**config.mk**
```make
export PLATFORM = sky130hd
export DESIGN_NAME = lcd_cmd_device_flat
export DESIGN_NICKNAME = d
export VERILOG_FILES = /design/src/lcd_cmd_pkg.sv /design/src/lcd_cmd_if.sv /design/src/lcd_cmd_device.sv /design/src/flat_wrapper.sv
export SDC_FILE = /design/constraint.sdc
export NUM_CORES = 1
export LEC_CHECK = 0
export BUFFER_PORTS_ARGS = -buffer_cell sky130_fd_sc_hd__buf_2
export CORE_MARGIN = 10
export CORE_UTILIZATION = 40
export CTS_CLUSTER_SIZE = 24
export DETAILED_ROUTE_END_ITERATION = 12
export SLEW_MARGIN = 10
export SYNTH_ARGS = -nofsm -noshare
export SYNTH_HDL_FRONTEND = slang
export SYNTH_SLANG_ARGS = --single-unit
```
**constraint.sdc**
```tcl
create_clock -name clock -period 2.4 [get_ports clock]
set_clock_uncertainty 0.15 [all_clocks]
set_input_delay 0.24 -clock clock [delete_from_list [all_inputs] [get_ports clock]]
set_output_delay 0.24 -clock clock [all_outputs]
set_load 0.01 [all_outputs]
```
**src/lcd_cmd_pkg.sv**
```systemverilog
// Purpose: shared constants for the LCD bias and temperature command path
// Assumes: one 25 MHz clock, synchronous active-low reset
// Notes: command bytes qualified by rw flag 0 and register_select 11
package lcd_cmd_pkg;
  localparam logic [1:0] RS_CMD = 2'h3;
  localparam logic [2:0] OP_CHAR_HI = 3'h5;
  localparam logic [3:0] OP_CHAR_LO = 4'h9;
  localparam logic [2:0] OP_ICON_HI = 3'h6;
  localparam logic [3:0] OP_ICON_LO = 4'he;
  localparam logic [4:0] OP_TEMP_CTRL = 5'h00;
  localparam logic [4:0] OP_SLOPE_A = 5'h01;
  localparam logic [4:0] OP_SLOPE_B = 5'h02;
  localparam logic [4:0] OP_SLOPE_C = 5'h03;
  localparam logic [4:0] OP_SLOPE_D = 5'h04;
  localparam int TC_COMP_BIT = 2;
  localparam int TC_FILT_BIT = 1;
  localparam int TC_MEAS_BIT = 0;
  localparam logic [8:0] VCODE_RESET = 9'h000;
  localparam logic [2:0] TCTRL_RESET = 3'h0;
  localparam logic [2:0] SLOPE_RESET = 3'h0;
  localparam int FILTER_SHIFT = 2;
  // Host port registers, chosen offsets
  localparam logic [3:0] ADDR_CMD = 4'h0;
  localparam logic [3:0] ADDR_STATUS = 4'h1;
  localparam logic [3:0] ADDR_INIT = 4'h2;
endpackage

```
**src/lcd_cmd_if.sv**
```systemverilog
`timescale 1ns/1ps
// Purpose: command byte link between host end and device end
// Assumes: one clock, byte valid for one cycle
// Notes: no back-pressure, device accepts every byte
interface lcd_cmd_if;
  logic cmd_valid;
  logic rw_flag;
  logic [1:0] register_select;
  logic [7:0] cmd_byte;
  logic init_cmd;
  modport host (output cmd_valid, output rw_flag, output register_select, output cmd_byte, output init_cmd);
  modport device (input cmd_valid, input rw_flag, input register_select, input cmd_byte, input init_cmd);
endinterface

```
**src/lcd_cmd_device.sv**
```systemverilog
`timescale 1ns/1ps
// Purpose: device end, decodes command bytes into bias and temperature settings
// Assumes: temperature samples arrive as one-cycle pulses
// Notes: compensation arithmetic lives outside; this block gates its inputs
module lcd_cmd_device
  import lcd_cmd_pkg::*;
(
  input wire logic clock,
  input wire logic rstn,
  lcd_cmd_if.device link,
  input wire logic icon_mode_bit,
  input wire logic temp_sample_valid,
  input wire logic [7:0] temp_sample,
  output logic [8:0] char_mode_voltage_code,
  output logic [8:0] icon_mode_voltage_code,
  output logic [8:0] generator_code,
  output logic compensation_enable,
  output logic filter_enable,
  output logic measurement_enable,
  output logic comp_active,
  output logic [2:0] slope_factor_a,
  output logic [2:0] slope_factor_b,
  output logic [2:0] slope_factor_c,
  output logic [2:0] slope_factor_d,
  output logic [7:0] measured_temperature,
  output logic temp_readout_valid
);
  import lcd_cmd_pkg::*;
  logic qual;
  logic [7:0] b;
  logic [2:0] tctrl_r;
  logic [8:0] char_r;
  logic [8:0] icon_r;
  logic [2:0] slope_r [4];
  logic [8:0] gen_r;
  logic [7:0] temp_r;
  logic [9:0] acc_r;
  logic [9:0] acc_nxt;
  logic tvalid_r;
  assign qual = link.cmd_valid && !link.rw_flag && link.register_select == RS_CMD;
  assign b = link.cmd_byte;
  // ==================================================
  // Voltage codes, halves written separately
  always_ff @(posedge clock) begin
    if (!rstn) begin
      char_r <= VCODE_RESET;
      icon_r <= VCODE_RESET;
    end else if (qual) begin
      if (b[7:5] == OP_CHAR_HI) char_r[8:4] <= b[4:0];
      if (b[7:4] == OP_CHAR_LO) char_r[3:0] <= b[3:0];
      if (b[7:5] == OP_ICON_HI) icon_r[8:4] <= b[4:0];
      if (b[7:4] == OP_ICON_LO) icon_r[3:0] <= b[3:0];
    end
  end
  // ==================================================
  // Temperature control enables
  always_ff @(posedge clock) begin
    if (!rstn) begin
      tctrl_r <= TCTRL_RESET;
    end else if (link.init_cmd) begin
      tctrl_r <= TCTRL_RESET;
    end else if (qual && b[7:3] == OP_TEMP_CTRL) begin
      tctrl_r <= b[2:0];
    end
  end
  // ==================================================
  // Slope factors, indexed by opcode
  generate
    for (genvar i = 0; i < 4; i++) begin : g_slope
      always_ff @(posedge clock) begin
        if (!rstn) begin
          slope_r[i] <= SLOPE_RESET;
        end else if (qual && b[7:3] == OP_SLOPE_A + 5'(i)) begin
          slope_r[i] <= b[2:0];
        end
      end
    end
  endgenerate
  // ==================================================
  // Generator code select
  always_ff @(posedge clock) begin
    if (!rstn) begin
      gen_r <= VCODE_RESET;
    end else begin
      gen_r <= icon_mode_bit ? icon_r : char_r;
    end
  end
  // ==================================================
  // Temperature path; filter is a simple first-order average
  always_comb begin
    acc_nxt = acc_r - {2'h0, acc_r[9:2]} + {2'h0, temp_sample};
  end
  always_ff @(posedge clock) begin
    if (!rstn) begin
      temp_r <= 8'h00;
      acc_r <= 10'h000;
      tvalid_r <= 1'b0;
    end else if (!tctrl_r[TC_MEAS_BIT]) begin
      tvalid_r <= 1'b0;
      temp_r <= 8'h00;
    end else if (temp_sample_valid) begin
      tvalid_r <= 1'b1;
      if (tctrl_r[TC_FILT_BIT]) begin
        acc_r <= acc_nxt;
        temp_r <= acc_nxt[9:2];
      end else begin
        acc_r <= {temp_sample, 2'h0};
        temp_r <= temp_sample;
      end
    end
  end
  assign char_mode_voltage_code = char_r;
  assign icon_mode_voltage_code = icon_r;
  assign generator_code = gen_r;
  assign compensation_enable = tctrl_r[TC_COMP_BIT];
  assign filter_enable = tctrl_r[TC_FILT_BIT];
  assign measurement_enable = tctrl_r[TC_MEAS_BIT];
  assign comp_active = tctrl_r[TC_COMP_BIT] && tctrl_r[TC_MEAS_BIT];
  assign slope_factor_a = slope_r[0];
  assign slope_factor_b = slope_r[1];
  assign slope_factor_c = slope_r[2];
  assign slope_factor_d = slope_r[3];
  assign measured_temperature = temp_r;
  assign temp_readout_valid = tvalid_r;
endmodule

```
**src/flat_wrapper.sv**
```systemverilog
// flat-port wrapper written by rule: the top's interface ports become plain ports
module lcd_cmd_device_flat import lcd_cmd_pkg::*;
  (clock, rstn, icon_mode_bit, temp_sample_valid, temp_sample, char_mode_voltage_code, icon_mode_voltage_code, generator_code, compensation_enable, filter_enable, measurement_enable, comp_active, slope_factor_a, slope_factor_b, slope_factor_c, slope_factor_d, measured_temperature, temp_readout_valid, link_cmd_valid, link_rw_flag, link_register_select, link_cmd_byte, link_init_cmd);
  lcd_cmd_if link_i ();
  input wire logic clock;
  input wire logic rstn;
  input wire logic icon_mode_bit;
  input wire logic temp_sample_valid;
  input wire logic [7:0] temp_sample;
  output logic [8:0] char_mode_voltage_code;
  output logic [8:0] icon_mode_voltage_code;
  output logic [8:0] generator_code;
  output logic compensation_enable;
  output logic filter_enable;
  output logic measurement_enable;
  output logic comp_active;
  output logic [2:0] slope_factor_a;
  output logic [2:0] slope_factor_b;
  output logic [2:0] slope_factor_c;
  output logic [2:0] slope_factor_d;
  output logic [7:0] measured_temperature;
  output logic temp_readout_valid;
  input wire logic [$bits(link_i.cmd_valid)-1:0] link_cmd_valid;
  input wire logic [$bits(link_i.rw_flag)-1:0] link_rw_flag;
  input wire logic [$bits(link_i.register_select)-1:0] link_register_select;
  input wire logic [$bits(link_i.cmd_byte)-1:0] link_cmd_byte;
  input wire logic [$bits(link_i.init_cmd)-1:0] link_init_cmd;
  assign link_i.cmd_valid = link_cmd_valid;
  assign link_i.rw_flag = link_rw_flag;
  assign link_i.register_select = link_register_select;
  assign link_i.cmd_byte = link_cmd_byte;
  assign link_i.init_cmd = link_init_cmd;
  lcd_cmd_device u_core (.clock(clock), .rstn(rstn), .link(link_i), .icon_mode_bit(icon_mode_bit), .temp_sample_valid(temp_sample_valid), .temp_sample(temp_sample), .char_mode_voltage_code(char_mode_voltage_code), .icon_mode_voltage_code(icon_mode_voltage_code), .generator_code(generator_code), .compensation_enable(compensation_enable), .filter_enable(filter_enable), .measurement_enable(measurement_enable), .comp_active(comp_active), .slope_factor_a(slope_factor_a), .slope_factor_b(slope_factor_b), .slope_factor_c(slope_factor_c), .slope_factor_d(slope_factor_d), .measured_temperature(measured_temperature), .temp_readout_valid(temp_readout_valid));
endmodule
```
# Word-level counts from Yosys, hierarchy flattened
# Memories as Yosys holds them, arrays and structs flattened.
# Cells that the tools add are included.
# Widths: inputs -> output; s select.
[classes]
n_addsub = 2
eq_ne = 9
n_mux = 20
n_bitwise = 5
reduce_logical = 17
[ops]
columns = ["operator", "n"]
rows = [
  ["$mux 1", 13],
  ["$mux 3", 4],
  ["$reduce_and 2->1", 6],
  ["$add 10x8->10", 1],
  ["$eq 5x2->1 const B", 2],
  ["$mux 10", 1],
  ["$sub 10x8->10", 1],
  ["$mux 9", 1],
  ["$eq 4x4->1 const B", 2],
  ["$logic_and 1x1->1", 8],
  ["$mux 8", 1],
  ["$eq 3x3->1 const B", 2],
  ["$eq 5x1->1 const B", 1],
  ["$eq 5x3->1 const B", 1],
  ["$logic_not 5->1", 1],
  ["$or 1x1->1", 4],
  ["$eq 2x2->1 const B", 1],
  ["$reduce_or 2->1", 1],
  ["$logic_not 1->1", 1],
  ["$not 1->1", 1],
]
[word_totals]
regBits = 49
mem_bits_rw = 12
in_bits = 25
out_inout_bits = 52
elab_cells = 63
memories = 1
[memory_table]
columns = ["name", "depth", "word_bits", "read_ports", "rd_clocked_by_memory_dff", "write_ports", "line_no", "source"]
rows = [
  ["u_core.slope_r", 4, 3, 4, 0, 4, "lcd_cmd_device.sv:34", "logic [2:0] slope_r [4];"],
]

# Longest topological paths before layout
# Gate-level depths: netlist (run 1).
[logic_depth]
ltp_word = 8
depth_mapped = 10
ltp_nobuf = 10

# Least setup slack after synthesis (run 1)
# Ideal clock, no wire load.
[synth_path]
kind = "reg2reg"
start = "reg u_core.acc_r[1]"
end = "reg u_core.temp_r[6] (netlist: u_core.measured_temperature[6])"
setup_time_ps = 91
t_arrival_ps = 2322
t_required_ps = 2159
path_slack_ps = -163
path_stages_with_launch = 10
n_path_buf = 0
synth_period_minus_slack_ps = 2563
cell_sequence = "dfxtp_1 > inv_1 > fa_1 > inv_1 > fa_1 > a211o_1 > o211ai_1 > a31oi_1 > xnor2_1 > a311oi_1"
[synth_via]
elab_chain_len = 3
[synth_rtl]
columns = ["element", "line_no", "source"]
rows = [
  ["from (decl)", "lcd_cmd_device.sv:37", "logic [9:0] acc_r;"],
  ["from (signal assigned)", "lcd_cmd_device.sv:104", "acc_r <= acc_nxt;"],
  ["from (signal assigned)", "lcd_cmd_device.sv:107", "acc_r <= {temp_sample, 2'h0};"],
  ["$sub 10x8->10", "lcd_cmd_device.sv:91", "acc_nxt = acc_r - {2'h0, acc_r[9:2]} + {2'h0, temp_sample};"],
  ["$add 10x8->10", "lcd_cmd_device.sv:91", ""],
  ["$mux 8", "lcd_cmd_device.sv:103", "if (tctrl_r[TC_FILT_BIT]) begin"],
  ["to (signal assigned)", "lcd_cmd_device.sv:105", "temp_r <= acc_nxt[9:2];"],
  ["to (signal assigned)", "lcd_cmd_device.sv:108", "temp_r <= temp_sample;"],
  ["to (decl)", "lcd_cmd_device.sv:36", "logic [7:0] temp_r;"],
]
# Every way passes these cells.
# A chain may end at the register's enable or synchronous reset.

# Worst setup path in the final report (run 1)
# Ends and elaborated chain as after synthesis.

==> run summary, run 1 <==
status -> finished with violations
failing checks -> setup timing
Power Total -> 2370 uW
largest net degree at the start of global routing -> 26
slowest cell delay on critical path -> 0.49 ns
ant diodes -> 0
Ports -> 77
Worst Setup Path Type -> reg -> reg
Async SR Flop Fraction -> 0%
ranking of synthesized cells by area -> dfxtp_1 (31%), edfxtp_1 (11%), mux2i_1 (9.1%)
Via density -> 4.97
fin crit period -> 2.58 ns
Post-Syn Area per Cell -> 9.53 um^2
DRC -> 0
Final Hold Viols -> 0
max_slew headroom -> 59.7%
Core ar. -> 7770 um^2
Die Area -> 12000 um^2
PortBufs -> 76
pwr/cell area -> 555 nW/um^2
Final period util -> 107%
Synth Flop Type -> dfxtp_1
die height -> 109 um
# hold bufs at CTS -> 0
total number of vias -> 2707
maxcap violations -> 0
CP max stage cell -> fa_1
Setup WS post-layout -> -0.176 ns
setup violators final -> 11
P&R area growth vs syn -> 33.1%
Slew @ Worst Pin -> 0.600 ns
Initial DRC Count -> 123
crit-path most repeated cell -> inv_2
crit start category -> register
CTS tree -> done
Sink Count -> 61
crit end category -> register
ordered cell list for the critical path -> inv_2 > fa_1 > inv_2 > fa_2 > a211o_1 > o211ai_1 > buf_4 > a31oi_4 > xnor2_1 > a311oi_1
commonest non-fill, non-tap cell in the layout -> buf_2
row count -> 32
fillcell total -> 721
Synth Net Count -> 379
CP delay by family, top -> adder cells
Post-DRT Antenna Nets -> 0
HP Class -> in -> reg
Yosys top cell area share -> 30.6%
Post-Layout Cell Count -> 545
Place WS -> -0.241 ns
WL final -> 8570 um
post-detail-place hpwl -> 6360 um
FMAX -> 388 MHz
layout cells sized above 1 -> 35.2%
first-pass GRT wire length -> 13200 um
largest fanout on the critical path -> 3
EDFF count, synth -> 12
worst path arrival time -> 2.63 ns
gpl congestion -> 0.799
Die Width -> 109 um
clk root buf -> clkbuf_8
CP required -> 2.45 ns
Netlist cell types -> 50
CTS Buf Count -> 9
most frequent cells in the layout -> buf_2 (76), dfxtp_1 (44), inv_1 (35), buf_4 (31), mux2i_1 (29)
sequential share of the synthesized area -> 41.9%
Final Max Tran Viols -> 0
worst skew pair latency -> 0.34 ns
Syn. warnings -> 0
H-tree depth -> 3
grt total ovfl -> 0
total track usage -> 13.9%
static leakage -> 0.00188 uW
Post-Synthesis Cells -> 336
first-pass iteration count of the detailed router -> 4
worst path bufs/invs -> 3
Post-Syn Area -> 3200 um^2
vias in the first global route -> 2648
RSZ-0062 raised after global routing -> yes
antenna violations before repair -> 0
CTS max path bufs -> 2
Placed Cells -> 527
Clock transition at path regs -> 0.07 ns
Worst VDD drop -> 342 uV
Initial Util -> 41.2%
post-synthesis register bit count -> 61
cell taking the most area after synthesis -> dfxtp_1
WL/cell -> 15.7 um
Layout Nets -> 481
-- Yosys cell counts, types with 2 or more instances --
cell type	instances
dfxtp_1	49
inv_1	38
mux2i_1	29
nand2_1	27
nor2b_1	27
nor2_1	23
edfxtp_1	12
clkbuf_1	11
ha_1	10
a21oi_1	9
a31oi_1	8
and2_1	8
fa_1	8
nand3_1	7
a211oi_1	5
o211ai_1	5
o21ai_0	5
a211o_1	4
xnor2_1	4
a21boi_0	3
a311oi_1	3
buf_2	3
nor3_1	3
a21o_1	2
and3_1	2
nand2b_1	2
nand3b_1	2
nor3_2	2
nor4b_1	2
o211a_1	2
o21a_1	2
-- state kept, by name (all words and copies together), names as in the netlist --
name,count
u_core.acc_r,10
u_core.char_mode_voltage_code,9
u_core.generator_code,9
u_core.icon_mode_voltage_code,9
u_core.measured_temperature,8
u_core.slope_r,12
u_core.tctrl_r,3
u_core.temp_readout_valid,1
-- metal layers --
metal	GRT usage (%)	up-vias	share of wire, %
li1	-	1357	-
met1	18.1	1257	44
met2	21.3	85	46
met3	3.98	8	8.3
met4	5.67	0	1.1
met5	0	-	0
-- final timing paths --
path / from / to / slack, ns / cells past startpoint
min: link_init_cmd / u_core.tctrl_r[2] / 0.08 / 3
max reg2reg: u_core.acc_r[1] / u_core.measured_temperature[6] / -0.18 / 10
max: u_core.acc_r[1] / u_core.measured_temperature[6] / -0.18 / 10
min reg2reg: u_core.acc_r[1] / u_core.acc_r[1] / 0.32 / 2
-- cells by family after synthesis --
family	synth area share (%)
AO/OA/AOI/OAI	12.4
XOR/XNOR	1.09
adder cells (fa/ha/maj)	8.91
buffers and inverters	6.60
flip-flops	41.9
multiplexers	9.06
AND/OR/NAND/NOR	20.0
-- layout make-up --
cell class | instances | area (um^2) | share of cell area (%)
inverters | 39 | 146 | 3.43
well taps | 102 | 128 | 2.99
clock inverters | 2 | 38.8 | 0.910
multi-input cells | 220 | 1810 | 42.4
clock buffers | 14 | 184 | 4.31
repair buffers | 107 | 613 | 14.4
flip-flops and latches | 61 | 1350 | 31.6
-- what timing repair did --
action                     CTS  global route
buffers inserted             0             2
gates cloned                 0             0
pin swaps                   13            16
setup endpoints to repair   13            14
resized for setup            7            20
-- per-stage QoR --
stage / setup TNS [ns] / util, % / hold WS [ns] / cell area (um^2)
2_1_floorplan: 0 / - / 0.238 / 3230
4_1_cts: -0.955 / 53.3 / 0.0620 / 4140
5_1_grt: -2.11 / 54.9 / 0.0862 / 4260
3_5_place_dp: -2.00 / 50.0 / 0.312 / 3890
6_report: -0.871 / 54.9 / 0.0801 / 4260
3_3_place_gp: -1.65 / 50.0 / 0.299 / 3890
-- tightest hold or removal path, stage by stage --
cell	delay (ns)
buf_2	0.09
nand2b_1	0.14
a21oi_1	0.05
-- where the power goes --
group	internal, uW	switching (uW)
clock	603	404
combinational	138	164
sequential	1050	2.90
Note: power is estimated with default switching activity, not from simulation.
==> inputs of run 2 (changes only) <==
==> constraint.sdc (replaced) <==
create_clock -name clock -period 2.4 [get_ports clock]
set_clock_uncertainty 0.15 [all_clocks]
set_input_delay 0.12 -clock clock [delete_from_list [all_inputs] [get_ports clock]]
set_output_delay 0.12 -clock clock [all_outputs]
set_load 0.01 [all_outputs]
==> run summary, run 2 (synthesis results as in run 1) <==
Die Width -> 109 um (unchanged)
Die Area -> 12000 um^2 (unchanged)
CP required -> 2.46 ns (was 2.45 ns)
max_slew headroom -> 59.3% (was 59.7%)
final cell area excluding filler cells -> 4300 um^2 (was 4260 um^2)
worst path bufs/invs -> 2 (was 3)
fin crit period -> 2.51 ns (was 2.58 ns)
status -> finished with violations (unchanged)
first-pass iteration count of the detailed router -> 4 (unchanged)
setup violators final -> 9 (was 11)
Initial Util -> 41.2% (unchanged)
Worst Setup Path Type -> reg -> reg (unchanged)
CTS max path bufs -> 2 (unchanged)
FMAX -> 398 MHz (was 388 MHz)
largest fanout on the critical path -> 3 (unchanged)
first-pass GRT wire length -> 13400 um (was 13200 um)
gpl congestion -> 0.839 (was 0.799)
Ports -> 77 (unchanged)
Final period util -> 105% (was 107%)
clk root buf -> clkbuf_8 (unchanged)
total number of vias -> 2656 (was 2707)
RSZ-0062 raised after global routing -> yes (unchanged)
ant diodes -> 0 (unchanged)
pwr/cell area -> 533 nW/um^2 (was 555 nW/um^2)
setup_tns -> -0.599 ns (was -0.871 ns)
antenna violations before repair -> 0 (unchanged)
crit end category -> register (unchanged)
worst path arrival time -> 2.57 ns (was 2.63 ns)
commonest non-fill, non-tap cell in the layout -> buf_2 (unchanged)
most frequent cells in the layout -> buf_2 (76), dfxtp_1 (44), inv_1 (35), mux2i_1 (29), nor2b_1 (27) (was buf_2 (76), dfxtp_1 (44), inv_1 (35), buf_4 (31), mux2i_1 (29))
failing checks -> setup timing (unchanged)
Setup WS post-layout -> -0.111 ns (was -0.176 ns)
H-tree depth -> 3 (unchanged)
Final Max Tran Viols -> 0 (unchanged)
Post-DRT Antenna Nets -> 0 (unchanged)
grt total ovfl -> 0 (unchanged)
Top reg by flops -> u_core.slope_r (unchanged)
die height -> 109 um (unchanged)
ordered cell list for the critical path -> inv_2 > fa_1 > inv_2 > fa_2 > a211o_1 > o211ai_1 > mux2i_1 > o2111a_1 > a211oi_1 (was inv_2 > fa_1 > inv_2 > fa_2 > a211o_1 > o211ai_1 > buf_4 > a31oi_4 > xnor2_1 > a311oi_1)
Via density -> 4.86 (was 4.97)
WL final -> 8450 um (was 8570 um)
WL/cell -> 15.5 um (was 15.7 um)
HP Class -> in -> reg (unchanged)
CTS Buf Count -> 9 (unchanged)
row count -> 32 (unchanged)
maxcap violations -> 0 (unchanged)
DRC -> 0 (unchanged)
slowest cell delay on critical path -> 0.49 ns (about the same)
Final Hold Viols -> 0 (unchanged)
Place WS -> -0.184 ns (was -0.241 ns)
max reg flops -> 12 (unchanged)
Initial DRC Count -> 95 (was 123)
worst skew pair latency -> 0.34 ns (about the same)
P&R area growth vs syn -> 34.4% (was 33.1%)
fillcell total -> 718 (was 721)
Clock transition at path regs -> 0.07 ns (about the same)
layout cells sized above 1 -> 34.9% (was 35.2%)
PortBufs -> 76 (unchanged)
largest net degree at the start of global routing -> 47 (was 26)
CP delay by family, top -> adder cells (unchanged)
static leakage -> 0.00189 uW (was 0.00188 uW)
crit-path most repeated cell -> inv_2 (unchanged)
DP Area -> 3850 um^2 (was 3890 um^2)
post-detail-place hpwl -> 6220 um (was 6360 um)
Sink Count -> 61 (unchanged)
Slew @ Worst Pin -> 0.605 ns (was 0.600 ns)
Core ar. -> 7770 um^2 (unchanged)
vias in the first global route -> 2623 (was 2648)
CTS tree -> done (unchanged)
crit start category -> register (unchanged)
Top Registers -> u_core.slope_r x12, u_core.acc_r x10 (unchanged)
Layout Nets -> 482 (was 481)
total track usage -> 14.2% (was 13.9%)
CP max stage cell -> fa_1 (unchanged)
Worst VDD drop -> 265 uV (was 342 uV)
run 2: through the flow:
stage,util [%],hold slack [ns],total power [uW],cells
after detailed placement,49.6,0.299,1340,522
final,55.4,0.0301,2290,546
after global routing,55.4,0.0193,2390,546
after CTS,53.4,0.0168,2280,545
after global placement,49.6,0.295,1340,522
after floorplan,-,0.118,1240,336
run 2: final timing paths:
path | to | cells after the start | start | slack [ns]
hold reg to reg | u_core.acc_r[0] | 2 | u_core.acc_r[0] | 0.31
hold / removal | u_core.char_mode_voltage_code[2] | 3 | link_cmd_byte[2] | 0.03
setup reg to reg | u_core.measured_temperature[4] | 9 | u_core.acc_r[1] | -0.11
setup / recovery | u_core.measured_temperature[4] | 9 | u_core.acc_r[1] | -0.11
run 2: cell type report:
cell class	count	area, um^2	area share, %
clock buffers	9	124	2.88
clock inverters	7	72.6	1.69
flip-flops and latches	61	1350	31.4
multi-input cells	220	1840	42.7
repair buffers	108	646	15.0
inverters	39	146	3.40
well taps	102	128	2.97
run 2: tightest hold or removal path, delay by kind of cell:
family	cells	cell delay [ns]
and+or+nand+nor	1	0.05
buffers and inverters	1	0.16
muxes	1	0.14
run 2: per-layer routing:
metal | wire length, um | vias up | part of all wire (%) | GRT usage (%)
li1 | - | 1353 | - | -
met1 | 3670 | 1219 | 43 | 18.3
met2 | 3960 | 76 | 47 | 21.8
met3 | 730 | 8 | 8.6 | 5.32
met4 | 80 | 0 | 0.95 | 3.90
met5 | 0 | - | 0 | 0
run 2: power by group:
part           internal, uW  leakage (uW)  switching [uW]
logic                   146       0.00127             165
registers              1050      0.000511            2.88
clock network           483      0.000104             443
run 2: repair_timing:
action,4_1_cts,5_1_grt
cloned,0,0
hold buffers,7,0
pin swaps,15,25
endpoints found under the hold margin,9,0
gates resized for setup,6,27
setup endpoints to repair,14,14
buffers inserted,0,1
